File: config.mk
export PLATFORM = sky130hd
export DESIGN_NAME = uli_uart
export DESIGN_NICKNAME = d
export VERILOG_FILES = /design/src/uli_pkg.sv /design/src/uli_uart.sv
export VERILOG_INCLUDE_DIRS = /design/src
export SDC_FILE = /design/constraint.sdc
export NUM_CORES = 1
export LEC_CHECK = 0
export BUFFER_PORTS_ARGS = -buffer_cell sky130_fd_sc_hd__buf_2
export CORE_ASPECT_RATIO = 0.7
export CORE_MARGIN = 5
export CORE_UTILIZATION = 55
export DETAILED_ROUTE_END_ITERATION = 6
export HOLD_SLACK_MARGIN = 0.12
export PLACE_DENSITY = 0.78
export SLEW_MARGIN = 20
export SYNTH_ARGS = -nofsm -noshare
export SYNTH_HDL_FRONTEND = slang
export SYNTH_SLANG_ARGS = --single-unit
File: constraint.sdc
create_clock -name mclk -period 5.2 [get_ports mclk]
set_input_delay 0.26 -clock mclk [delete_from_list [all_inputs] [get_ports mclk]]
set_output_delay 0.26 -clock mclk [all_outputs]
set_load 0.005 [all_outputs]
File: src/uli_consts.svh
// uli_consts.svh - offsets, field positions, reset values and counts of the serial line port
`ifndef ULI_CONSTS_SVH
`define ULI_CONSTS_SVH

// register byte offsets on the apb bus
`define ULI_OFF_CTRL 32'h0000_0000
`define ULI_OFF_BAUD 32'h0000_0004
`define ULI_OFF_TXD 32'h0000_0008
`define ULI_OFF_RXD 32'h0000_000c
`define ULI_OFF_STAT 32'h0000_0010

// control register bit positions
`define ULI_C_TX_EN 0
`define ULI_C_RX_EN 1
`define ULI_C_LOOP 2
`define ULI_C_CTS_EN 3
`define ULI_C_AUTO_RTS 4
`define ULI_C_RTS_SW 5
`define ULI_C_STOP 6
`define ULI_C_LVL_LO 8
`define ULI_C_LVL_HI 10

// status register bit positions
`define ULI_S_CNT_HI 2
`define ULI_S_BUSY 3
`define ULI_S_FULL 4
`define ULI_S_OVR 5
`define ULI_S_FERR 6
`define ULI_S_CTS 7
`define ULI_S_STOPPED 8
`define ULI_S_RTS 9

// reset values
`define ULI_BAUD_RST 16'h000d
`define ULI_LVL_RST 3'h3

// timing counts and queue depth: 16 ticks per bit, two ticks per serial clock period
`define ULI_FALL_LAST 3'h7
`define ULI_TICK_LAST 4'hf
`define ULI_TICK_MID 4'h7
`define ULI_BIT_LAST 3'h7
`define ULI_QDEPTH 3'h4

`endif

File: src/uli_pkg.sv
// uli_pkg.sv - types shared by the serial line port
`default_nettype none
package uli_pkg;

  // one-hot frame phase, used by both shifters
  typedef enum logic [3:0] {
    ULI_IDLE = 4'h1,
    ULI_START = 4'h2,
    ULI_DATA = 4'h4,
    ULI_STOP = 4'h8
  } uli_phase_e;

  // apb request as seen by the slave
  typedef struct packed {
    logic psel;
    logic penable;
    logic pwrite;
    logic [31:0] paddr;
    logic [31:0] pwdata;
  } uli_apb_req_s;

  // every flip-flop of the port
  typedef struct packed {
    logic tx_en;              // transmitter on
    logic rx_en;              // receiver on
    logic loop;               // local loopback
    logic cts_en;             // honour clear to send
    logic auto_rts;           // rts follows queue level
    logic rts_sw;             // software rts, 1 = assert
    logic stopped;            // port clock halted
    logic [2:0] rts_lvl;      // queue level that drops rts
    logic [15:0] div;         // tick divisor
    logic [15:0] div_cnt;     // divider count
    logic sclk;               // serial clock phase
    uli_phase_e tx_st;
    logic [2:0] tx_fall;      // falls within a bit
    logic [2:0] tx_bit;
    logic [7:0] tx_sh;
    logic tx_full;            // char loaded, held until its stop bit ends
    logic tx_int;             // internal line, feeds loopback
    logic tx_pin;             // pin flop
    uli_phase_e rx_st;
    logic [3:0] rx_tick;
    logic [2:0] rx_bit;
    logic [7:0] rx_sh;
    logic rx_prev;            // last pin level, for wake
    logic [3:0][7:0] q;       // receive queue storage
    logic [1:0] wp;
    logic [1:0] rp;
    logic [2:0] cnt;
    logic ovr;                // sticky overrun
    logic ferr;               // sticky framing error
    logic rts_n;              // rts pin flop
    logic [31:0] rdata;       // read data flop
  } uli_state_s;

endpackage : uli_pkg
`default_nettype wire

File: src/uli_uart.sv
// uli_uart.sv - serial line port with apb registers, lsb-first shifters and rts/cts flow control
//
// Functional notes
// - tx line high when disabled, idle, loopback
// - transmit lsb first, change on falling edge
// - receive assembles characters lsb first
// - rx line transition restarts stopped port clock
// - clear to send permits transmission start
// - rts pin under hardware or software control
// - rts optionally follows receive queue level
`include "uli_consts.svh"
`default_nettype none
module uli_uart (
  input wire logic mclk,
  input wire logic rst,
  input wire logic psel,
  input wire logic penable,
  input wire logic pwrite,
  input wire logic [31:0] paddr,
  input wire logic [31:0] pwdata,
  output logic [31:0] prdata,
  output logic pready,
  output logic pslverr,
  output logic serial_tx_line,
  input wire logic serial_rx_line,
  input wire logic clear_to_send_in_n,
  output logic request_to_send_out_n
);

  // exact address match, used by every decode
  function automatic logic uli_hit(input logic [31:0] a, input logic [31:0] off);
    uli_hit = (a == off);
  endfunction : uli_hit

  uli_pkg::uli_state_s st_q;  // all state
  uli_pkg::uli_state_s st_d;  // next state
  uli_pkg::uli_apb_req_s req; // bundled bus request
  logic tick_w;               // divider tick, twice per serial clock
  logic fall_w;               // falling edge of serial clock
  logic rx_src_w;             // pin or loopback
  logic rx_samp_w;            // data bit sampled this cycle
  logic tx_may_w;             // pin allowed to change
  logic tx_lsb_w;             // first data bit
  logic wr_w;                 // write completes
  logic rd_w;                 // read completes
  logic mapped_w;             // address decodes

  assign req = '{psel, penable, pwrite, paddr, pwdata};
  assign tick_w = !st_q.stopped && (st_q.div_cnt == st_q.div);
  assign fall_w = tick_w && st_q.sclk;
  assign rx_src_w = st_q.loop ? st_q.tx_int : serial_rx_line;
  assign rx_samp_w = tick_w && (st_q.rx_st == uli_pkg::ULI_DATA) && (st_q.rx_tick == `ULI_TICK_LAST);
  assign tx_may_w = fall_w || !st_q.tx_en || st_q.loop;
  assign tx_lsb_w = st_q.tx_sh[0];
  assign wr_w = req.psel && req.penable && req.pwrite;
  assign rd_w = req.psel && req.penable && !req.pwrite;
  assign mapped_w = uli_hit(req.paddr, `ULI_OFF_CTRL) || uli_hit(req.paddr, `ULI_OFF_BAUD) ||
                    uli_hit(req.paddr, `ULI_OFF_TXD) || uli_hit(req.paddr, `ULI_OFF_RXD) ||
                    uli_hit(req.paddr, `ULI_OFF_STAT);

  // zero-wait slave; read data was caught in the setup cycle
  assign pready = 1'b1;
  assign pslverr = req.psel && req.penable && !mapped_w;
  assign prdata = st_q.rdata;
  assign serial_tx_line = st_q.tx_pin;
  assign request_to_send_out_n = st_q.rts_n;

  // next-state logic for bus, divider, shifters and flow control
  always_comb begin
    st_d = st_q;
    // divider runs only while the port clock is alive
    if (!st_q.stopped) begin
      st_d.div_cnt = tick_w ? 16'h0000 : st_q.div_cnt + 16'h0001;
    end
    if (tick_w) begin
      st_d.sclk = !st_q.sclk;
    end
    // an rx pin edge wakes a stopped port, even over a stop write in the same cycle; a port stopped from running this cycle stays stopped
    st_d.rx_prev = serial_rx_line;

    // setup cycle: capture read data so prdata is a flop
    if (req.psel && !req.penable) begin
      st_d.rdata = 32'h0000_0000;
      if (uli_hit(req.paddr, `ULI_OFF_CTRL)) begin
        st_d.rdata[`ULI_C_TX_EN] = st_q.tx_en;
        st_d.rdata[`ULI_C_RX_EN] = st_q.rx_en;
        st_d.rdata[`ULI_C_LOOP] = st_q.loop;
        st_d.rdata[`ULI_C_CTS_EN] = st_q.cts_en;
        st_d.rdata[`ULI_C_AUTO_RTS] = st_q.auto_rts;
        st_d.rdata[`ULI_C_RTS_SW] = st_q.rts_sw;
        st_d.rdata[`ULI_C_STOP] = st_q.stopped;
        st_d.rdata[`ULI_C_LVL_HI:`ULI_C_LVL_LO] = st_q.rts_lvl;
      end else if (uli_hit(req.paddr, `ULI_OFF_BAUD)) begin
        st_d.rdata[15:0] = st_q.div;
      end else if (uli_hit(req.paddr, `ULI_OFF_RXD)) begin
        st_d.rdata[7:0] = st_q.q[st_q.rp];
      end else if (uli_hit(req.paddr, `ULI_OFF_STAT)) begin
        st_d.rdata[`ULI_S_CNT_HI:0] = st_q.cnt;
        st_d.rdata[`ULI_S_BUSY] = (st_q.tx_st != uli_pkg::ULI_IDLE) || st_q.tx_full;
        st_d.rdata[`ULI_S_FULL] = st_q.tx_full;
        st_d.rdata[`ULI_S_OVR] = st_q.ovr;
        st_d.rdata[`ULI_S_FERR] = st_q.ferr;
        st_d.rdata[`ULI_S_CTS] = !clear_to_send_in_n;
        st_d.rdata[`ULI_S_STOPPED] = st_q.stopped;
        st_d.rdata[`ULI_S_RTS] = !st_q.rts_n;
      end
    end

    // access cycle writes
    if (wr_w) begin
      if (uli_hit(req.paddr, `ULI_OFF_CTRL)) begin
        st_d.tx_en = req.pwdata[`ULI_C_TX_EN];
        st_d.rx_en = req.pwdata[`ULI_C_RX_EN];
        st_d.loop = req.pwdata[`ULI_C_LOOP];
        st_d.cts_en = req.pwdata[`ULI_C_CTS_EN];
        st_d.auto_rts = req.pwdata[`ULI_C_AUTO_RTS];
        st_d.rts_sw = req.pwdata[`ULI_C_RTS_SW];
        st_d.stopped = req.pwdata[`ULI_C_STOP];
        st_d.rts_lvl = req.pwdata[`ULI_C_LVL_HI:`ULI_C_LVL_LO];
      end else if (uli_hit(req.paddr, `ULI_OFF_BAUD)) begin
        st_d.div = req.pwdata[15:0];
        st_d.div_cnt = 16'h0000;
      end else if (uli_hit(req.paddr, `ULI_OFF_TXD) && !st_q.tx_full) begin
        // a write while a char is waiting or still being sent is dropped
        st_d.tx_sh = req.pwdata[7:0];
        st_d.tx_full = 1'b1;
      end else if (uli_hit(req.paddr, `ULI_OFF_STAT)) begin
        // write one to clear the sticky errors
        if (req.pwdata[`ULI_S_OVR]) st_d.ovr = 1'b0;
        if (req.pwdata[`ULI_S_FERR]) st_d.ferr = 1'b0;
      end
    end
    if (st_q.stopped && (serial_rx_line != st_q.rx_prev)) begin
      st_d.stopped = 1'b0;
    end

    // reading the data register pops one character
    if (rd_w && uli_hit(req.paddr, `ULI_OFF_RXD) && (st_q.cnt != 3'h0)) begin
      st_d.rp = st_q.rp + 2'h1;
      st_d.cnt = st_q.cnt - 3'h1;
    end

    // transmit shifter steps on serial clock falls only
    if (fall_w) begin
      case (st_q.tx_st)
        uli_pkg::ULI_IDLE: begin
          if (st_q.tx_full && (!st_q.cts_en || !clear_to_send_in_n)) begin
            st_d.tx_st = uli_pkg::ULI_START;
            st_d.tx_int = 1'b0;
            st_d.tx_fall = 3'h0;
          end
        end
        uli_pkg::ULI_START: begin
          st_d.tx_fall = st_q.tx_fall + 3'h1;
          if (st_q.tx_fall == `ULI_FALL_LAST) begin
            st_d.tx_st = uli_pkg::ULI_DATA;
            st_d.tx_int = st_q.tx_sh[0];
            st_d.tx_bit = 3'h0;
          end
        end
        uli_pkg::ULI_DATA: begin
          st_d.tx_fall = st_q.tx_fall + 3'h1;
          if (st_q.tx_fall == `ULI_FALL_LAST) begin
            st_d.tx_sh = {1'b0, st_q.tx_sh[7:1]};
            st_d.tx_bit = st_q.tx_bit + 3'h1;
            if (st_q.tx_bit == `ULI_BIT_LAST) begin
              st_d.tx_st = uli_pkg::ULI_STOP;
              st_d.tx_int = 1'b1;
            end else begin
              st_d.tx_int = st_q.tx_sh[1];
            end
          end
        end
        uli_pkg::ULI_STOP: begin
          st_d.tx_fall = st_q.tx_fall + 3'h1;
          if (st_q.tx_fall == `ULI_FALL_LAST) begin
            st_d.tx_st = uli_pkg::ULI_IDLE;
            st_d.tx_full = 1'b0;
          end
        end
        default: begin
          st_d.tx_st = uli_pkg::ULI_IDLE;
        end
      endcase
    end
    // disabling aborts a frame; the char is lost on purpose
    if (!st_q.tx_en) begin
      st_d.tx_st = uli_pkg::ULI_IDLE;
      st_d.tx_int = 1'b1;
      st_d.tx_full = 1'b0;
    end
    // pin sits at mark unless a live, non-loopback frame drives it
    st_d.tx_pin = (st_q.tx_en && !st_q.loop) ? st_d.tx_int : 1'b1;

    // receive shifter, 16 ticks per bit, mid-bit sampling
    if (tick_w) begin
      case (st_q.rx_st)
        uli_pkg::ULI_IDLE: begin
          if (st_q.rx_en && !rx_src_w) begin
            st_d.rx_st = uli_pkg::ULI_START;
            st_d.rx_tick = 4'h0;
          end
        end
        uli_pkg::ULI_START: begin
          st_d.rx_tick = st_q.rx_tick + 4'h1;
          if (st_q.rx_tick == `ULI_TICK_MID) begin
            // a glitch shorter than half a bit is not a start
            st_d.rx_st = rx_src_w ? uli_pkg::ULI_IDLE : uli_pkg::ULI_DATA;
            st_d.rx_tick = 4'h0;
            st_d.rx_bit = 3'h0;
          end
        end
        uli_pkg::ULI_DATA: begin
          st_d.rx_tick = st_q.rx_tick + 4'h1;
          if (st_q.rx_tick == `ULI_TICK_LAST) begin
            st_d.rx_sh = {rx_src_w, st_q.rx_sh[7:1]};
            st_d.rx_bit = st_q.rx_bit + 3'h1;
            if (st_q.rx_bit == `ULI_BIT_LAST) st_d.rx_st = uli_pkg::ULI_STOP;
          end
        end
        uli_pkg::ULI_STOP: begin
          st_d.rx_tick = st_q.rx_tick + 4'h1;
          if (st_q.rx_tick == `ULI_TICK_LAST) begin
            st_d.rx_st = uli_pkg::ULI_IDLE;
            if (!rx_src_w) begin
              st_d.ferr = 1'b1;
            end else if (st_d.cnt == `ULI_QDEPTH) begin
              st_d.ovr = 1'b1;
            end else begin
              st_d.q[st_q.wp] = st_q.rx_sh;
              st_d.wp = st_q.wp + 2'h1;
              st_d.cnt = st_d.cnt + 3'h1;
            end
          end
        end
        default: begin
          st_d.rx_st = uli_pkg::ULI_IDLE;
        end
      endcase
    end

    // rts: queue level in auto mode, software bit otherwise
    if (st_q.auto_rts) begin
      st_d.rts_n = (st_d.cnt >= st_q.rts_lvl);
    end else begin
      st_d.rts_n = !st_q.rts_sw;
    end
  end

  // register the whole state; reset leaves the line at mark
  always_ff @(posedge mclk) begin
    if (rst) begin
      st_q <= '0;
      st_q.rts_lvl <= `ULI_LVL_RST;
      st_q.div <= `ULI_BAUD_RST;
      st_q.tx_st <= uli_pkg::ULI_IDLE;
      st_q.rx_st <= uli_pkg::ULI_IDLE;
      st_q.tx_int <= 1'b1;
      st_q.tx_pin <= 1'b1;
      st_q.rx_prev <= 1'b1;
      st_q.rts_n <= 1'b1;
    end else begin
      st_q <= st_d;
    end
  end
endmodule : uli_uart
`default_nettype wire

# --- Word-level counts from Yosys, hierarchy flattened ---
# Cells that the tools add are included.
# W data, S select, Z words.
word_totals:
  ff_bits: 142
  latch_bits: 0
  ram_bits: 0
  mem_bits_ro: 0
  in_bits: 71
  output_inout_bits: 36
  word_cells: 206
  n_memories: 0
op_classes:
  n_addsub: 9
  multipliers: 0
  n_div: 0
  order_cmp: 4
  eq_ne: 31
  shifts: 0
  muxes: 70
  bitwise_logic: 4
  n_reduce_logical: 54
op_table:
  columns: ["op", "n"]
  rows:
  - ["$mux W16", 5]
  - ["$eq A32 B4 Y1 const B", 2]
  - ["$mux W8", 5]
  - ["$mux W9", 4]
  - ["$mux W11", 3]
  - ["$bwmux W32", 1]
  - ["$eq A32 B3 Y1 const B", 1]
  - ["$eq A32 B5 Y1 const B", 1]
  - ["$logic_not A32 Y1", 1]
  - ["$mux W4", 8]
  - ["$pmux W4 S4", 2]
  - ["$mux W10", 3]
  - ["$mux W5", 4]
  - ["$pmux W3 S2", 3]
  - ["$add A16 B1 Y16 const B", 1]
  - ["$bmux W8 S2", 1]
  - ["$demux W8 S2", 1]
  - ["$eq A16 B16 Y1", 1]
  - ["$ne A2 B2 Y1 const B", 8]
  - ["$logic_and A1 B1 Y1", 15]
  - ["$mux W3", 5]
  - ["$mux W1", 14]
  - ["$mux W7", 2]
  - ["$add A3 B1 Y3 const B", 4]
  - ["30 further kinds", 77]

# --- Depth between registers and ports, before layout ---
logic_depth:
  depth_word: 13
  mapped_depth: 19
  ltp_nobuf: 19

# --- Worst setup path before layout ---
# Ideal clock, no wire load.
synth_timing:
  path_kind: "input to register"
  from: "input port paddr[7]"
  to: "register st_q, in the netlist request_to_send_out_n"
  setup_time_ps: 123
  arrival_ps: 4261
  required_time_ps: 5077
  path_slack_ps: 816
  cell_stages: 17
  cell_sequence: "or4_4 > or4_4 > buf_6 > nor4_4 > mux2i_1 > inv_1 > ha_1 > nor2b_1 > mux2i_1 > a21oi_1 > or2_1 > ha_1 > nand2b_1 > a21o_1 > a21oi_1 > mux2i_1 > or2_2"
synth_between:
  elab_chain_len: 12
synth_lines:
  columns: ["item", "line_no", "source"]
  rows:
  - ["start: declaration", "uli_uart.sv:19", "input wire logic [31:0] paddr,"]
  - ["$eq A32 B4 Y1 *", "uli_uart.sv:32", "uli_hit = (a == off);"]
  - ["$logic_and A1 B1 Y1 * (2 in series)", "uli_uart.sv:138", "if (rd_w && uli_hit(req.paddr, `ULI_OFF_RXD) && (st_q.cnt != 3'h0)) begin"]
  - ["$mux W3 *", "uli_uart.sv:138", null]
  - ["$add A3 B1 Y3 or $eq A3 B3 Y1 (tied branches)", null, null]
  - ["$mux W3", "uli_uart.sv:227", "end else if (st_d.cnt == `ULI_QDEPTH) begin"]
  - ["$mux W4", "uli_uart.sv:225", "if (!rx_src_w) begin"]
  - ["$mux W5", "uli_uart.sv:223", "if (st_q.rx_tick == `ULI_TICK_LAST) begin"]
  - ["$mux W5", "uli_uart.sv:197", "case (st_q.rx_st)"]
  - ["$mux W5 *", "uli_uart.sv:196", "if (tick_w) begin"]
  - ["$ge A3 B3 Y1 *", "uli_uart.sv:244", "st_d.rts_n = (st_d.cnt >= st_q.rts_lvl);"]
  - ["$mux W1 *", "uli_uart.sv:243", "if (st_q.auto_rts) begin"]
  - ["end signal: assignment", "uli_uart.sv:263", "st_q <= st_d;"]
  - ["end: declaration", "uli_uart.sv:35", "uli_pkg::uli_state_s st_q;"]
# Every way passes the cells marked *; elsewhere a longest branch is shown, timed or not.
# A chain may end at the register's enable or synchronous reset.

# --- Worst setup path after layout ---
layout_timing:
  from: "register st_q[35] (netlist bit)"
  to: "register st_q, in the netlist request_to_send_out_n"
layout_between:
  elab_chain_len: 11
layout_lines:
  columns: ["item", "line_no"]
  rows:
  - ["parallel branches: the longest is 2 deep, another holds $sub A3 B1 Y3", null]
  - ["$mux W3 *", "uli_uart.sv:138"]
  - ["$add A3 B1 Y3 or $eq A3 B3 Y1 (tied branches)", null]
  - ["$mux W3", "uli_uart.sv:227"]
  - ["$mux W4", "uli_uart.sv:225"]
  - ["$mux W5", "uli_uart.sv:223"]
  - ["$mux W5", "uli_uart.sv:197"]
  - ["$mux W5 *", "uli_uart.sv:196"]
  - ["$ge A3 B3 Y1 *", "uli_uart.sv:244"]
  - ["$mux W1 *", "uli_uart.sv:243"]
# Every way passes the cells marked *.

==> summary.md <==
| Metric | Value |
|---|---|
| IO Port Bufs | 73 |
| Non-filler cells in the finished layout | around 1.0k |
| DIE AREA | 0.01607 mm^2 |
| Startpoint of the worst hold path | pwdata[7] |
| Deepest clock path buffer count | 2 |
| Antenna violations before repair | 0 |
| Post-synth top flop | dfxtp_1 |
| Post-CTS Setup Inserts | 0 |
| Synthesized cell area | between 0.007 and 0.008 mm^2 |
| CTS tree | done |
| Peak Freq | 0.2369 GHz |
| Core area | 0.01323 mm^2 |
| Synth top area cells | dfxtp_1, mux2i_1, nand2b_1, nor2_1, buf_4 |
| Hold endpoint | st_q[139]$_SDFFE_PP0P_ |
| Post-synth top area cell | dfxtp_1 |
| Post-synth EDFFs | 0 |
| Root Buffer | clkbuf_16 |
| Status | finished, final reports clean |
| Worst-margin pin slew | slightly above 1 ns |
| Clock Skews | between 0.01 and 0.015 ns |
| Critical R2R Capture | request_to_send_out_n$_SDFF_PP1_ |
| Synth async-reset ratio | 0 |
| Row cnt | 35 |
| CTS Sinks | 142 |
| Nets | approximately 940 |
| Worst-path fanout max | 8 |
| Min setup slack post-route | 0.9783 ns |
| Vias in the first global route | 5715 |
| Ports | between 100 and 150 |
| Fin crit share | 0.8119 |
| Final antenna-violating net count | 0 |
| Vias | about 6k |
| CP endpoint kind | flip-flop |
| Hold Fails Final Rpt | 0 |
| Post-layout min period | roughly 4.2 ns |
| Commonest cells post-synth | dfxtp_1, nor2_1, mux2i_1 |
| Mapped Cells | ~810 |
| Power consumption | 0.002341 W |
| Antenna Cells | 0 |
| Yosys Warn Count | 0 |
| Synth Area per Inst | between 9 and 10 um^2 |
| DR WL/cell | about 17 um |
| Cell Count Post-Placement | 1008 |
| DRC viols | 0 |
| Die span in y | between 100 and 150 um |
| Starting Density | 0.5657 |
| WP data arrival | about 4.5 ns |
| Pwr dens | approximately 280 mW/mm^2 |
| Seq/Total Area, Yosys | 0.3800 |
| Initial DRT Pass Iterations | 6 |
| CP required | roughly 5.5 ns |
| Largest net degree at the start of global routing | 71 |
| Total grt overflow | 0 |
| Flop2flop setup slack | slightly below 1 ns |
| First-pass GRT wire length | roughly 30000 um |
| DRT iter0 DRCs | between 600 and 700 |
| CTS clk-pin slew, worst paths | around 0.06 ns |
| Total GRT Usage | 0.2310 |
| Skew-Pair Late Insertion Delay | roughly 0.42 ns |
| Final setup viols | 0 |
| P&R area growth vs syn | 11.82% |
| Layout cells sized above 1 | 0.1761 |
| Reg2Reg Depth | 19 |
| Inserted Clock Buffers | 17 |
| Hold path depth | 3 |
| Routed wire length | ~18000 um |
| GP Congestion | between 0.8 and 0.9 |
| Setup crit start kind | flip-flop |
| H-tree depth | 4 |
| Top-area cell type share of the netlist area | 0.3800 |
| HP Class | primary input to flip-flop |
| Setup CP Type | flip-flop to flip-flop |
| Max-slew violations | 0 |
| Die Wd | 149.4 um |
| R2R Path Start | st_q[35]$_SDFF_PP0_ |
| Setup TNS Final | 0 ns |
| Worst VDD drop | 0.0001534 V |
| Routed vias/inst | roughly 5.7 |
| DP Wirelength | roughly 13000 um |
| Slew HR | 0.3099 |
| Pleak | approximately 3.4 nW |
| Final core utilization | 0.6325 |
| Seq cells post-synth | 142 |
| PostCTS Resize Cnt | 0 |
| Most common cell in the netlist | dfxtp_1 |
| Max-cap violations | 0 |
| Netlist cell types | 68 |
| Pre-CTS worst setup slack | between 0.7 and 0.8 ns |
| Unrepaired setup endpoints after global routing | no |
==> power by group <==
part,internal [W],switching (W)
sequential,0.00109,0.00000407
clock,0.000691,0.000464
combinational,0.0000371,0.0000542
==> timing repair <==
item,4_1_cts,5_1_grt
hold buffers,9,0
endpoints found under the setup margin,0,0
hold endpoints to repair,12,0
==> cells in the final DEF, fill, tap and decap left out, drive strengths merged, types with 3 or more instances in the layout <==
| cell type | instances |
|---|---|
| a2111oi | 3 |
| a211o | 4 |
| a211oi | 4 |
| a21o | 3 |
| a21oi | 25 |
| a22o | 6 |
| a22oi | 17 |
| a31oi | 3 |
| and3 | 7 |
| and3b | 3 |
| buf | 80 |
| clkbuf | 21 |
| clkinv | 6 |
| clkinvlp | 3 |
| conb | 17 |
| dfxtp | 142 |
| dlygate4sd3 | 9 |
| ha | 19 |
| inv | 17 |
| mux2 | 15 |
| mux2i | 74 |
| mux4 | 8 |
| nand2 | 44 |
| nand2b | 53 |
| nand3 | 28 |
| nand4 | 7 |
| nor2 | 84 |
| nor2b | 13 |
| nor3 | 19 |
| nor4 | 14 |
| nor4b | 6 |
| o211ai | 3 |
| o21ai | 20 |
| o22ai | 3 |
| or2 | 5 |
| or3 | 7 |
| or4 | 7 |
| xnor2 | 11 |
| xor2 | 27 |
==> how the worst max path moves through the flow <==
stage                                       end                start
2_1_floorplan  request_to_send_out_n$_SDFF_PP1_             paddr[7]
3_3_place_gp   request_to_send_out_n$_SDFF_PP1_             paddr[7]
3_5_place_dp   request_to_send_out_n$_SDFF_PP1_             paddr[7]
4_1_cts        request_to_send_out_n$_SDFF_PP1_  st_q[35]$_SDFF_PP0_
5_1_grt        request_to_send_out_n$_SDFF_PP1_  st_q[35]$_SDFF_PP0_
6_report       request_to_send_out_n$_SDFF_PP1_  st_q[35]$_SDFF_PP0_
==> logic make-up (layout without fill, tap and decap cells) <==
family          after synthesis  in the layout  synth area share
other cells                   2             17          0.001004
flops                       142            142            0.3800
mux                          97             97            0.1492
fa+ha+maj                    19             19           0.03178
compound gates              106            106           0.09718
xor+xnor                     38             38           0.04449
simple gates                307            307            0.2229
buf+inv                      97            137           0.07342
==> area by class of cell <==
cell class	instances	area, um^2
fill	1097	4860
multi-input combinational	584	4156
sequential	142	2843
timing repair buffer	89	510.5
clock buffer	21	470.5
tap	185	231.5
clock inverter	10	90.09
inverter	17	63.81
==> routing by layer <==
| metal | vias to the layer above | wire length (um) | track usage |
|---|---|---|---|
| li1 | 2884 | - | - |
| met1 | 2825 | 8561 | 0.3390 |
| met2 | 263 | 7797 | 0.3406 |
| met3 | 16 | 1598 | 0.05008 |
| met4 | 0 | 151 | 0.06662 |
| met5 | - | 0 | 0 |
==> worst max-delay path, cell delays in order, from the launching register on <==
cell      delay [ns]
dfxtp_1         0.31
inv_1           0.09
ha_1            0.20
nor2b_1         0.15
or3_1           0.36
nor4_4          0.45
mux2i_1         0.33
inv_1           0.08
ha_1            0.21
nor2b_1         0.15
mux2i_1         0.15
buf_4           0.18
a21oi_1         0.09
or2_1           0.25
ha_1            0.26
nand2b_1        0.15
a21o_1          0.18
a21oi_1         0.17
mux2i_1         0.09
or2_2           0.28
==> registers in the layout, indices dropped and copies added, names as in the netlist <==
name,count
prdata,16
st_q,124
request_to_send_out_n,1
serial_tx_line,1
==> metrics by stage <==
step           hold slack [ns]  instance area, um^2
6_report                0.1253                 8366
5_1_grt                 0.1400                 8366
4_1_cts                 0.1232                 8359
3_5_place_dp            0.4471                 7709
3_3_place_gp            0.4454                 7709
2_1_floorplan           0.3666                 7537
Power figures use the tool's default switching activity.
